`src/include/sensor_pkg.sv`:
```
// Shared constants, register map and carrier types for the sensor readout block
package sensor_pkg;

    // Bit slots per pixel period; one slot is one clock_i cycle
    localparam logic [3:0] LAST_SLOT = 4'hB;

    // Serial register port framing
    localparam logic [3:0] LAST_ADDR_BIT = 4'h7;
    localparam logic [3:0] LAST_GROUP_BIT = 4'hF;

    // Register addresses (7-bit)
    localparam logic [6:0] ROWS_LO_ADDR = 7'h01;
    localparam logic [6:0] ROWS_HI_ADDR = 7'h02;
    localparam logic [6:0] FRAMES_LO_ADDR = 7'h16;
    localparam logic [6:0] FRAMES_HI_ADDR = 7'h17;
    localparam logic [6:0] EXP_LO_ADDR = 7'h20;
    localparam logic [6:0] EXP_HI_ADDR = 7'h21;
    localparam logic [6:0] LANE_MODE_ADDR = 7'h50;
    localparam logic [6:0] EXP_SRC_ADDR = 7'h51;
    localparam logic [6:0] TRAIN_LO_ADDR = 7'h5A;
    localparam logic [6:0] TRAIN_HI_ADDR = 7'h5B;
    localparam logic [6:0] LANE_PD0_ADDR = 7'h5F;
    localparam logic [6:0] LANE_PD1_ADDR = 7'h60;
    localparam logic [6:0] LANE_PD2_ADDR = 7'h61;
    localparam logic [6:0] PART_FIRST_ADDR = 7'h67;
    localparam logic [6:0] STATUS_ADDR = 7'h68;
    localparam logic [6:0] PART_LAST_ADDR = 7'h7E;

    // Field positions
    localparam int LANE8_BIT = 0;
    localparam int EXT_EXP_BIT = 0;

    // Values after reset
    localparam logic [15:0] FRAMES_RST = 16'h0001;
    localparam logic [15:0] EXP_RST = 16'h0F00;
    localparam logic [15:0] ROWS_RST = 16'h0F00;
    localparam logic [11:0] TRAIN_RST = 12'h055;

    // Readout timing in pixel periods
    localparam logic [9:0] BURST_PIX = 10'h280;
    localparam logic [9:0] OVERHEAD_PIX = 10'h008;

    // Readout sequencer states
    typedef enum logic [2:0] {
        RD_IDLE = 3'b001,
        RD_OVERHEAD = 3'b010,
        RD_ROWS = 3'b100
    } rd_state_t;

    // Exposure sequencer states
    typedef enum logic [2:0] {
        EX_IDLE = 3'b001,
        EX_RUN = 3'b010,
        EX_HOLD = 3'b100
    } ex_state_t;

    // One decoded register write from the serial port
    typedef struct packed {
        logic valid;
        logic [6:0] addr;
        logic [7:0] data;
    } reg_write_t;

    // Control lane status word, bit 11 down to bit 0
    typedef struct packed {
        logic [1:0] zero_hi;
        logic one;
        logic zero_mid;
        logic inte2;
        logic inte1;
        logic overhead;
        logic [1:0] zero_lo;
        logic frame_valid;
        logic row_valid;
        logic pixel_valid;
    } ctrl_word_t;

endpackage

```
`src/rtl/serial_reg_port.sv`:
```
// Five-wire serial register port: write decode and dual readback shifter
`timescale 1ns/1ns
module serial_reg_port
    import sensor_pkg::*;
(
    input wire logic clock_i,
    input wire logic srst_i,
    input wire logic sclk_i,
    input wire logic sel_i,
    input wire logic sdi_i,
    input wire logic [7:0] rd_full_i,
    input wire logic [7:0] rd_part_i,
    output reg_write_t wr_o,
    output logic [6:0] rd_addr_o,
    output logic out_full_o,
    output logic out_part_o
);

    logic [2:0] meta_q;
    logic [2:0] sync_q;
    logic sclk_prev_q;
    logic [15:0] sh_q;
    logic [3:0] cnt_q;
    logic load_pend_q;
    logic [6:0] full_sh_q;
    logic [6:0] part_sh_q;
    logic sclk_rise;
    logic sclk_fall;
    logic sel_s;
    logic sdi_s;

    // Two-stage synchronisers for clock, select and data pins
    always_ff @(posedge clock_i) begin
        if (srst_i) begin
            meta_q <= 3'h0;
            sync_q <= 3'h0;
            sclk_prev_q <= 1'b0;
        end else begin
            meta_q <= {sclk_i, sel_i, sdi_i};
            sync_q <= meta_q;
            sclk_prev_q <= sync_q[2];
        end
    end

    assign sel_s = sync_q[1];
    assign sdi_s = sync_q[0];
    assign sclk_rise = sync_q[2] & ~sclk_prev_q;
    assign sclk_fall = ~sync_q[2] & sclk_prev_q;

    // Input shifter; bit count wraps so bursts decode group by group
    always_ff @(posedge clock_i) begin
        if (srst_i || !sel_s) begin
            sh_q <= 16'h0000;
            cnt_q <= 4'h0;
            wr_o <= '0;
            rd_addr_o <= 7'h00;
            load_pend_q <= 1'b0;
        end else begin
            wr_o.valid <= 1'b0;
            if (sclk_rise) begin
                sh_q <= {sh_q[14:0], sdi_s};
                cnt_q <= cnt_q + 4'h1;
                if (cnt_q == LAST_ADDR_BIT) begin
                    rd_addr_o <= {sh_q[5:0], sdi_s};
                    load_pend_q <= ~sh_q[6];
                end
                if (cnt_q == LAST_GROUP_BIT && sh_q[14]) begin
                    wr_o.valid <= 1'b1;
                    wr_o.addr <= sh_q[13:7];
                    wr_o.data <= {sh_q[6:0], sdi_s};
                end
            end else if (sclk_fall) begin
                load_pend_q <= 1'b0;
            end
        end
    end

    // Readback launch on falling edges, MSB first, both outputs in step
    always_ff @(posedge clock_i) begin
        if (srst_i || !sel_s) begin
            out_full_o <= 1'b0;
            out_part_o <= 1'b0;
            full_sh_q <= 7'h00;
            part_sh_q <= 7'h00;
        end else if (sclk_fall) begin
            if (load_pend_q) begin
                out_full_o <= rd_full_i[7];
                out_part_o <= rd_part_i[7];
                full_sh_q <= rd_full_i[6:0];
                part_sh_q <= rd_part_i[6:0];
            end else begin
                out_full_o <= full_sh_q[6];
                out_part_o <= part_sh_q[6];
                full_sh_q <= {full_sh_q[5:0], 1'b0};
                part_sh_q <= {part_sh_q[5:0], 1'b0};
            end
        end
    end

endmodule

```
`src/rtl/sensor_readout.sv`:
```
// Sensor control and readout: registers, exposure sequencing, lane serialiser
`timescale 1ns/1ns
module sensor_readout
    import sensor_pkg::*;
(
    input wire logic clock_i,
    input wire logic srst_i,
    input wire logic spi_clk_i,
    input wire logic spi_sel_i,
    input wire logic spi_in_i,
    output logic spi_out_full_o,
    output logic spi_out_part_o,
    input wire logic frame_request_i,
    input wire logic exposure_trigger_i,
    output logic [15:0] data_lane_o,
    output logic control_lane_o,
    output logic clock_lane_o
);

    logic [7:0] reg_q [0:127];
    reg_write_t wr;
    logic [6:0] rd_addr;
    logic [7:0] rd_full;
    logic [7:0] rd_part;
    logic [7:0] status;

    logic [1:0] pin_meta_q;
    logic [1:0] pin_sync_q;
    logic [1:0] pin_prev_q;
    logic req_rise;
    logic trig_rise;

    logic [3:0] slot_q;
    logic pix_en;
    logic load_en;

    ex_state_t ex_state_q;
    logic [15:0] exp_cnt_q;
    logic [15:0] frames_left_q;
    rd_state_t rd_state_q;
    logic [9:0] ovh_cnt_q;
    logic [9:0] pix_q;
    logic [15:0] burst_q;
    logic rd_last;
    logic rd_start;

    logic [15:0] frames_cfg;
    logic [15:0] exp_len;
    logic [15:0] rows_cfg;
    logic [15:0] bursts_total;
    logic [11:0] train_word;
    logic [7:0] top_lane_off;
    logic lane8;
    logic ext_mode;

    logic [11:0] lane_sh_q [0:15];
    logic [11:0] ctrl_sh_q;
    ctrl_word_t ctrl_word;

    // Value of each register after reset
    function automatic logic [7:0] reg_default(input logic [6:0] a);
        case (a)
            FRAMES_LO_ADDR: reg_default = FRAMES_RST[7:0];
            FRAMES_HI_ADDR: reg_default = FRAMES_RST[15:8];
            EXP_LO_ADDR: reg_default = EXP_RST[7:0];
            EXP_HI_ADDR: reg_default = EXP_RST[15:8];
            ROWS_LO_ADDR: reg_default = ROWS_RST[7:0];
            ROWS_HI_ADDR: reg_default = ROWS_RST[15:8];
            TRAIN_LO_ADDR: reg_default = TRAIN_RST[7:0];
            TRAIN_HI_ADDR: reg_default = {4'h0, TRAIN_RST[11:8]};
            default: reg_default = 8'h00;
        endcase
    endfunction

    // Joins a low and high register into a 16-bit field
    function automatic logic [15:0] reg_pair(input logic [7:0] lo, input logic [7:0] hi);
        reg_pair = {hi, lo};
    endfunction

    serial_reg_port u_port (
        .clock_i(clock_i),
        .srst_i(srst_i),
        .sclk_i(spi_clk_i),
        .sel_i(spi_sel_i),
        .sdi_i(spi_in_i),
        .rd_full_i(rd_full),
        .rd_part_i(rd_part),
        .wr_o(wr),
        .rd_addr_o(rd_addr),
        .out_full_o(spi_out_full_o),
        .out_part_o(spi_out_part_o)
    );

    // Register file; writes come only from the serial port
    always_ff @(posedge clock_i) begin
        if (srst_i) begin
            for (int i = 0; i < 128; i++) begin
                reg_q[i] <= reg_default(7'(i));
            end
        end else if (wr.valid) begin
            reg_q[wr.addr] <= wr.data;
        end
    end

    // Readback: status register shows live sequencer state
    assign status = {2'h0, rd_state_q, ex_state_q};
    assign rd_full = (rd_addr == STATUS_ADDR) ? status : reg_q[rd_addr];
    assign rd_part = (rd_addr >= PART_FIRST_ADDR && rd_addr <= PART_LAST_ADDR)
                     ? rd_full : 8'h00;

    // Configuration fields
    assign frames_cfg = reg_pair(reg_q[FRAMES_LO_ADDR], reg_q[FRAMES_HI_ADDR]);
    assign exp_len = reg_pair(reg_q[EXP_LO_ADDR], reg_q[EXP_HI_ADDR]);
    assign rows_cfg = reg_pair(reg_q[ROWS_LO_ADDR], reg_q[ROWS_HI_ADDR]);
    assign train_word = {reg_q[TRAIN_HI_ADDR][3:0], reg_q[TRAIN_LO_ADDR]};
    assign lane8 = reg_q[LANE_MODE_ADDR][LANE8_BIT];
    assign ext_mode = reg_q[EXP_SRC_ADDR][EXT_EXP_BIT];
    assign top_lane_off = reg_q[LANE_PD0_ADDR];
    // Two rows per burst in 16-lane mode; an odd last row still gets a burst
    assign bursts_total = lane8 ? rows_cfg
                          : 16'((17'(rows_cfg) + 17'h00001) >> 1);

    // Request and trigger synchronisers; edges taken from the second stage
    always_ff @(posedge clock_i) begin
        if (srst_i) begin
            pin_meta_q <= 2'h0;
            pin_sync_q <= 2'h0;
            pin_prev_q <= 2'h0;
        end else begin
            pin_meta_q <= {frame_request_i, exposure_trigger_i};
            pin_sync_q <= pin_meta_q;
            pin_prev_q <= pin_sync_q;
        end
    end

    assign req_rise = pin_sync_q[1] & ~pin_prev_q[1];
    assign trig_rise = pin_sync_q[0] & ~pin_prev_q[0];

    // Bit slot divider: twelve slots make one pixel period
    always_ff @(posedge clock_i) begin
        if (srst_i || pix_en) begin
            slot_q <= 4'h0;
        end else begin
            slot_q <= slot_q + 4'h1;
        end
    end

    assign pix_en = (slot_q == LAST_SLOT);
    assign load_en = (slot_q == 4'h0);

    // Readout accepts a finished exposure when idle or just finishing a frame
    assign rd_last = (rd_state_q == RD_ROWS) && (pix_q == BURST_PIX)
                     && (burst_q + 16'h0001 >= bursts_total);
    assign rd_start = pix_en && (ex_state_q == EX_HOLD)
                      && (rd_state_q == RD_IDLE || rd_last);

    // Exposure sequencer; a new request is ignored while frames remain
    always_ff @(posedge clock_i) begin
        if (srst_i) begin
            ex_state_q <= EX_IDLE;
            exp_cnt_q <= 16'h0000;
            frames_left_q <= 16'h0000;
        end else begin
            case (ex_state_q)
                EX_IDLE: begin
                    if (!ext_mode && req_rise && frames_left_q == 16'h0000) begin
                        frames_left_q <= frames_cfg;
                        exp_cnt_q <= exp_len;
                        ex_state_q <= EX_RUN;
                    end else if (ext_mode && trig_rise) begin
                        ex_state_q <= EX_RUN;
                    end
                end
                EX_RUN: begin
                    if (ext_mode) begin
                        if (req_rise) begin
                            ex_state_q <= EX_HOLD;
                        end
                    end else if (pix_en) begin
                        if (exp_cnt_q <= 16'h0001) begin
                            ex_state_q <= EX_HOLD;
                        end else begin
                            exp_cnt_q <= exp_cnt_q - 16'h0001;
                        end
                    end
                end
                EX_HOLD: begin
                    if (rd_start) begin
                        if (!ext_mode && frames_left_q > 16'h0001) begin
                            frames_left_q <= frames_left_q - 16'h0001;
                            exp_cnt_q <= exp_len;
                            ex_state_q <= EX_RUN;
                        end else begin
                            frames_left_q <= 16'h0000;
                            ex_state_q <= EX_IDLE;
                        end
                    end
                end
                default: ex_state_q <= EX_IDLE;
            endcase
        end
    end

    // Readout sequencer: overhead, then bursts with a one-period gap each
    always_ff @(posedge clock_i) begin
        if (srst_i) begin
            rd_state_q <= RD_IDLE;
            ovh_cnt_q <= 10'h000;
            pix_q <= 10'h000;
            burst_q <= 16'h0000;
        end else if (rd_start) begin
            rd_state_q <= RD_OVERHEAD;
            ovh_cnt_q <= OVERHEAD_PIX;
        end else if (pix_en) begin
            case (rd_state_q)
                RD_IDLE: rd_state_q <= RD_IDLE;
                RD_OVERHEAD: begin
                    if (ovh_cnt_q <= 10'h001) begin
                        rd_state_q <= RD_ROWS;
                        pix_q <= 10'h000;
                        burst_q <= 16'h0000;
                    end else begin
                        ovh_cnt_q <= ovh_cnt_q - 10'h001;
                    end
                end
                RD_ROWS: begin
                    if (pix_q == BURST_PIX) begin
                        pix_q <= 10'h000;
                        burst_q <= burst_q + 16'h0001;
                        if (rd_last) begin
                            rd_state_q <= RD_IDLE;
                        end
                    end else begin
                        pix_q <= pix_q + 10'h001;
                    end
                end
                default: rd_state_q <= RD_IDLE;
            endcase
        end
    end

    // Status word for the current pixel period
    always_comb begin
        ctrl_word = '0;
        ctrl_word.one = 1'b1;
        ctrl_word.pixel_valid = (rd_state_q == RD_ROWS) && (pix_q != BURST_PIX);
        ctrl_word.row_valid = (rd_state_q == RD_ROWS) && (pix_q != BURST_PIX);
        ctrl_word.frame_valid = (rd_state_q == RD_ROWS);
        ctrl_word.overhead = (rd_state_q == RD_OVERHEAD);
        ctrl_word.inte1 = (ex_state_q == EX_RUN);
        ctrl_word.inte2 = (ex_state_q == EX_RUN);
    end

    // Lane shifters, loaded at slot 0 so all lanes stay word-aligned
    always_ff @(posedge clock_i) begin
        if (srst_i) begin
            for (int l = 0; l < 16; l++) begin
                lane_sh_q[l] <= 12'h000;
            end
            ctrl_sh_q <= 12'h000;
        end else if (load_en) begin
            ctrl_sh_q <= ctrl_word;
            for (int l = 0; l < 16; l++) begin
                if (l >= 8 && lane8 && top_lane_off[l - 8]) begin
                    lane_sh_q[l] <= 12'h000;
                end else if (l >= 8 && lane8) begin
                    lane_sh_q[l] <= train_word;
                end else if (ctrl_word.pixel_valid) begin
                    // No pixel array here: a ramp of column, row and lane stands in
                    lane_sh_q[l] <= 12'(pix_q) + 12'(burst_q) + 12'(l);
                end else begin
                    lane_sh_q[l] <= train_word;
                end
            end
        end else begin
            ctrl_sh_q <= {1'b0, ctrl_sh_q[11:1]};
            for (int l = 0; l < 16; l++) begin
                lane_sh_q[l] <= {1'b0, lane_sh_q[l][11:1]};
            end
        end
    end

    // Lane bit 0 of each shifter drives the pins straight from flops
    always_comb begin
        for (int l = 0; l < 16; l++) begin
            data_lane_o[l] = lane_sh_q[l][0];
        end
    end

    assign control_lane_o = ctrl_sh_q[0];

    // DDR clock lane: word bit k leaves in slot k + 1, so odd slots are high
    always_ff @(posedge clock_i) begin
        if (srst_i) begin
            clock_lane_o <= 1'b0;
        end else begin
            clock_lane_o <= ~slot_q[0];
        end
    end

endmodule

```
`config.mk`:
```
export PLATFORM = sky130hd
export DESIGN_NAME = sensor_readout
export DESIGN_NICKNAME = d
export VERILOG_FILES = /design/src/include/sensor_pkg.sv /design/src/rtl/serial_reg_port.sv /design/src/rtl/sensor_readout.sv
export SDC_FILE = /design/constraint.sdc
export NUM_CORES = 2
export LEC_CHECK = 0
export ABC_AREA = 1
export BUFFER_PORTS_ARGS = -buffer_cell sky130_fd_sc_hd__buf_2
export CORE_MARGIN = 2
export CORE_UTILIZATION = 28
export CTS_CLUSTER_SIZE = 24
export DETAILED_ROUTE_END_ITERATION = 10
export HOLD_SLACK_MARGIN = 0.03
export PLACE_DENSITY = 0.52
export SYNTH_ARGS = -nofsm -noshare
export SYNTH_HDL_FRONTEND = slang
export SYNTH_HIERARCHICAL = 1
export SYNTH_SLANG_ARGS = --single-unit
```
`constraint.sdc`:
```
create_clock -name clock_i -period 4.5 [get_ports clock_i]
set_input_delay 0 -clock clock_i [delete_from_list [all_inputs] [get_ports clock_i]]
set_output_delay 0 -clock clock_i [all_outputs]
set_load 0.02 [all_outputs]
```
==> Word-level counts from Yosys, hierarchy flattened <==
Memories as Yosys holds them, arrays and structs flattened. A register that Yosys moved wholly into a read port is not among the register bits.
Index checks and enable logic that the tools add are counted.
{ "op_classes": {"n_reduce_logical": 48, "eq_ne": 30, "n_lt_le_gt_ge": 6, "n_bitwise": 77, "n_div": 0, "shift": 0, "n_addsub": 24, "muxes": 268, "mul": 0} }
{ "op_table": {"columns": ["op", "n"], "rows": [
  ["12-bit 2-to-1 mux", 64],
  ["16-bit 2-to-1 mux", 13],
  ["1-bit 2-to-1 mux", 153],
  ["12-bit by 4-bit adder with 12-bit output, second input constant", 8],
  ["1-bit bitwise OR", 64],
  ["16-bit one-hot mux with 2 select lines", 2],
  ["8-bit 2-to-1 mux", 7],
  ["12-bit by 3-bit adder with 12-bit output, second input constant", 4],
  ["16-bit one-hot mux with 3 select lines", 1],
  ["7-bit 2-to-1 mux", 5],
  ["16-bit by 1-bit subtractor with 16-bit output, second input constant", 2],
  ["10-bit 2-to-1 mux", 3],
  ["3-bit 2-to-1 mux", 10],
  ["12-bit by 2-bit adder with 12-bit output, second input constant", 2],
  ["10-bit one-hot mux with 2 select lines", 1],
  ["1-bit logical AND", 19],
  ["16-bit by 1-bit adder with 17-bit output, second input constant", 1],
  ["16-bit by 1-bit adder with 16-bit output, second input constant", 1],
  ["16-bit >= comparator", 1],
  ["16-bit by 1-bit greater-than comparator with 1-bit output, second input constant", 1],
  ["16-bit by 1-bit <= comparator with 1-bit output, second input constant", 1],
  ["16-bit zero test", 1],
  ["4-bit 2-to-1 mux", 4],
  ["2-bit != test, second input constant", 8],
  ["36 further kinds", 77]
]} }
{ "word_totals": {"in_bits": 7, "word_cells": 485, "latch_bits": 0, "ff_bits": 161, "memories": 2, "ram_bits": 1216, "romBits": 0} }
{ "memory_table": {"columns": ["name", "depth", "width", "rd", "rd_clocked_by_memory_dff", "write_ports", "line", "text"], "rows": [
  ["reg_q", 128, 8, 12, 1, 128, "sensor_readout.sv:20", "logic [7:0] reg_q [0:127];"],
  ["lane_sh_q", 16, 12, 16, 0, 16, "sensor_readout.sv:56", "logic [11:0] lane_sh_q [0:15];"]
]} }

==> Logic depth before layout (Yosys ltp) <==
{ "depth": {"ltp_word": 11, "ltp_mapped": 24} }

==> Modules after synthesis <==
The synthesis kept the hierarchy.
{ "by_module_without_submodules": {"columns": ["mod", "area_per_inst_um2", "cells_each", "seq_area_each_um2", "n_inst"], "rows": [
  ["sensor_readout", 64281.7, 6980, 38336.8, 1],
  ["serial_reg_port", 2582.5, 359, 1321.3, 1]
]} }

==> Least setup slack after synthesis <==
No wires, ideal clock.
{ "synth_timing": {"path_type": "reg-to-reg", "start": "reg pix_q[0]", "end": "mem lane_sh_q[14][10] (netlist: lane_sh_q[1][82]) (data pin)", "path_stages_with_launch": 18, "t_required_ns": 4.247, "setup_ns": 0.253, "n_path_buf": 1, "slack_ns": 1.241, "synth_period_minus_slack_ns": 3.259, "t_arrival_ns": 3.006, "path_cell_list": "dfxtp_1 -> ha_1 -> inv_1 -> fa_1 -> xnor2_2 -> inv_1 -> ha_1 -> clkbuf_1 -> nand2_1 -> inv_1 -> nor3_1 -> nand3_1 -> nand2_1 -> nand2_1 -> nand2_1 -> nand2_1 -> nand2_1 -> nand2_1"} }
{ "synth_lines": {"columns": ["item", "line", "text"], "rows": [
  ["from (decl)", "sensor_readout.sv:42", "logic [9:0] pix_q;"],
  ["from (signal assigned)", "sensor_readout.sv:234", "pix_q <= pix_q + 10'h001;"],
  ["to (decl)", "sensor_readout.sv:56", null]
]} }

==> metrics.md <==
| Metric | Value |
|---|---|
| CTS Buf Count | `151` |
| RSZ-0062 raised after global routing | `false` |
| Setup-failing EPs final | `0` |
| Crit path DAT | `4690 ps` |
| Layout cell share with drive strength beyond 1 | `6.610%` |
| Main synth FF type | `edfxtp_1` |
| Synth area leaders | `edfxtp_1 (54%), nand2_1 (9.9%), nor2_1 (9.3%)` |
| Layout Nets | `7417` |
| Post-CTS Setup Inserts | `0` |
| Crit path max-delay cell type | `a21boi_1` |
| Clock skew | `23.25 ps` |
| Top cell type's share of synthesized area | `54.25%` |
| Adder-Cell Fraction of Synth Area | `1.040%` |
| Async SR Flop Fraction | `0%` |
| Max cap viols | `0` |
| Initial antenna violation count | `2` |
| Vias | `53160` |
| Setup tns final | `0 ps` |
| Commonest non-fill, non-tap cells in the layout | `nand2_1 (1769), nor2_1 (1659), edfxtp_1 (1208)` |
| Startpoint Class | `register` |
| Cell family with most CP delay | `compound AO/OA/AOI/OAI gates` |
| GP Congestion | `0.9102` |
| Clk_lat worst skew | `790 ps` |
| Io pins | `27` |
| Main combinational cell family by area after synthesis | `simple AND/OR/NAND/NOR gates` |
| Max incr delay on CP | `800 ps` |
| Layout Utilization | `31.71%` |
| First-pass GRT wire length | `321.7 mm` |
| FF+latch count, synth | `1377` |
| Total Routed Length | `214.8 mm` |
| Slew Viols, Final | `0` |
| Max Clk Rate | `248.0 MHz` |
| Tot GR Track Use | `17.20%` |
| # DRC | `0` |
| Mux contribution to synthesized area | `0.02994%` |
| Final period utilization | `89.60%` |
| Sequential area share after synthesis | `59.31%` |
| Vias per cell | `4.995` |
| Area growth from synthesis to layout | `12.69%` |
| Critical path buffers and inverters | `0` |
| Post-synth EDFFs | `1208` |
| Most common cell after layout, fill and taps aside | `nand2_1` |
| Row Count | `179` |
| Clock H-tree levels | `4` |
| Port Buf Inserts | `26` |
| PostCTS Resize Cnt | `0` |
| Synthesized area | `66860 sq um` |
| Post-DP HPWL | `139.0 mm` |
| Simple-gate portion of the synthesized area | `24.52%` |
| DRT antenna net count | `0` |
| PD cells | `381.9 nW/um^2` |
| Crit path time final | `4032 ps` |
| Worst Path Required | `5150 ps` |
| Largest net degree at the start of global routing | `164` |
| Initial Util | `28.14%` |
| Root Driver | `clkbuf_16` |
| Outcome | `finished clean` |
| Leakage | `26.28 nW` |
| Clk sink count | `1377` |
| Crit-path cells | `ha_1 -> nand2_1 -> nor3_1 -> nand3_1 -> nor3_1 -> nand3_1 -> o21ai_0 -> nand2_1 -> xor2_1 -> ha_1 -> a21oi_1 -> o21ai_0 -> a21oi_1 -> nand3_1 -> nand2_1 -> nand2_1 -> a21boi_1 -> nand2_1 -> o21ai_0 -> nor2_1` |
| DR pass1 iterations | `8` |
| CTS tree | `done` |
| HP Class | `register to register` |
| Largest area contributor in the netlist | `edfxtp_1` |
| Compound-cell area share of the yosys netlist | `8.999%` |
| WHS | `405.3 ps` |
| Least-Margin Pin Slew | `1265 ps` |
| Die Width | `492.7 um` |
| Critical path fanouts, max | `12` |
| Clock Path Buffers | `3` |
| Total grt overflow | `0` |
| Slew headroom | `15.12%` |
| Chip height | `492.7 um` |
| Worst VDD drop | `378.1 uV` |
| Clock transition at path regs | `60 ps` |
| CP Capture Type | `register` |
| Vias in the first global route | `51140` |
| Most used cell, CP | `nand2_1` |
| Post-Synthesis Cells | `7339` |
| XOR/XNOR Fraction of Synth Area | `0.8121%` |
| CP Class | `register to register` |
| Core Footprint | `237600 sq um` |
| WL/cell | `20.18 um` |
| Mean post-synth cell area | `9.111 sq um` |
| Die area | `242700 sq um` |
| Fin. Hold Viols | `0` |
| Initial DRC count | `5830` |
| Yosys warnings | `6` |
| Post-synthesis cell type count | `67` |
==> state kept, by name (all words and copies together) (netlist names), 4 cells and up <==
name              count
frames_left_q        16
u_port/rd_addr_o      7
exp_cnt_q            16
slot_q                4
reg_q              1024
ctrl_sh_q            10
u_port/cnt_q          4
ovh_cnt_q            10
u_port/full_sh_q      7
burst_q              16
pix_q                10
u_port/wr_o          16
u_port/part_sh_q      7
lane_sh_q           192
u_port/sh_q          15
==> cells by family (layout without fill, tap and decap cells) <==
group           Yosys count  count (layout)
buf+inv                 816             768
other cells               1             186
flops                  1377            1377
xor+xnor                 59              59
fa+ha+maj                55              55
mux                       2               2
compound gates         1011            1011
simple gates           4018            4018
==> metal layers <==
metal | routed length (um) | vias up | track usage, %
met3 | 15650 | 349 | 2.701
li1 | - | 24640 | -
met1 | 95260 | 26190 | 24.19
met5 | 0 | - | 0
met4 | 5737 | 0 | 4.746
met2 | 98110 | 1984 | 27.37
==> path summary, 6_finish.rpt <==
| path | endpoint | slack [ps] | start | depth (start not counted) |
|---|---|---|---|---|
| worst max-delay path | pix_q[1]$_SDFFE_PP0P_ | 470 | reg_q[1][1]$_SDFFCE_PN0P_ | 20 |
| worst min-delay path | ctrl_sh_q[4]$_SDFF_PN0_ | 410 | ctrl_sh_q[5]$_SDFF_PP0_ | 2 |
| worst max register to register | pix_q[1]$_SDFFE_PP0P_ | 470 | reg_q[1][1]$_SDFFCE_PN0P_ | 20 |
| worst min register to register | ctrl_sh_q[4]$_SDFF_PN0_ | 410 | ctrl_sh_q[5]$_SDFF_PP0_ | 2 |
==> cells in the mapped netlist, types with 5 or more instances <==
| master | number |
|---|---|
| o211ai_1 | 117 |
| ha_1 | 54 |
| nand3_1 | 314 |
| or2_2 | 21 |
| nand4_1 | 107 |
| xor2_1 | 48 |
| inv_2 | 28 |
| and2_1 | 8 |
| a22o_1 | 10 |
| nor2_2 | 12 |
| nor3_1 | 37 |
| dfxtp_1 | 169 |
| nand3b_1 | 7 |
| clkbuf_1 | 227 |
| nand2_4 | 7 |
| buf_6 | 14 |
| o21bai_1 | 8 |
| xnor2_1 | 9 |
| inv_1 | 317 |
| nor3_2 | 7 |
| a31oi_1 | 5 |
| nand2_2 | 28 |
| buf_4 | 45 |
| nand2_1 | 1769 |
| buf_2 | 146 |
| a21oi_1 | 179 |
| o2111ai_1 | 22 |
| clkinv_1 | 9 |
| nor2_1 | 1661 |
| buf_1 | 26 |
| a21o_1 | 10 |
| o21ai_1 | 40 |
| o21ai_2 | 8 |
| a22oi_1 | 108 |
| nor4_1 | 7 |
| edfxtp_1 | 1208 |
| nor2_4 | 10 |
| o31ai_1 | 8 |
| o21ai_0 | 452 |
| o221ai_1 | 20 |
| nor4_2 | 5 |
==> metrics by stage <==
stage / total power, mW / setup WS [ps] / area (sq um) / cells
finish: 28.78 / 468.2 / 75350 / 10640
detailed placement: 17.00 / 554.7 / 70550 / 10360
CTS: 28.97 / 532.7 / 75350 / 10640
global route: 29.77 / 31.98 / 75350 / 10640
global placement: 16.98 / 535.7 / 70550 / 10360
floorplan: 16.40 / 1241 / 67550 / 7522
==> where the power goes <==
| group | leakage (nW) | switching, mW | internal, mW | total [mW] |
|---|---|---|---|---|
| Clock | 2.28 | 5.27 | 6.76 | 12.0 |
| Combinational | 11.0 | 1.30 | 0.551 | 1.85 |
| Sequential | 13.0 | 0.294 | 14.6 | 14.9 |
==> layout make-up <==
class	instances	area (sq um)
inverters	357	1418
fillers	24740	162300
diodes	2	5.005
clock buffers	215	4260
clock inverters	57	400.4
flip-flops and latches	1377	39670
multi-input cells	5329	24430
well taps	3167	3963
repair buffers	139	1214
==> worst register-to-register path, stage by stage (launching register included) <==
cell and delay [ps]:
edfxtp_1 400, ha_1 190, nand2_1 90, nor3_1 290, nand3_1 140, nor3_1 170
nand3_1 130, o21ai_0 220, nand2_1 90, xor2_1 150, ha_1 310, a21oi_1 140
o21ai_0 90, a21oi_1 150, nand3_1 120, nand2_1 90, nand2_1 90, a21boi_1 800
nand2_1 90, o21ai_0 110, nor2_1 50
==> repair_timing <==
item                       in CTS  in global routing
hold buffers                   14                  0
hold endpoints to repair      175                  0
setup endpoints to repair       0                  0
Power figures use the tool's default switching activity.
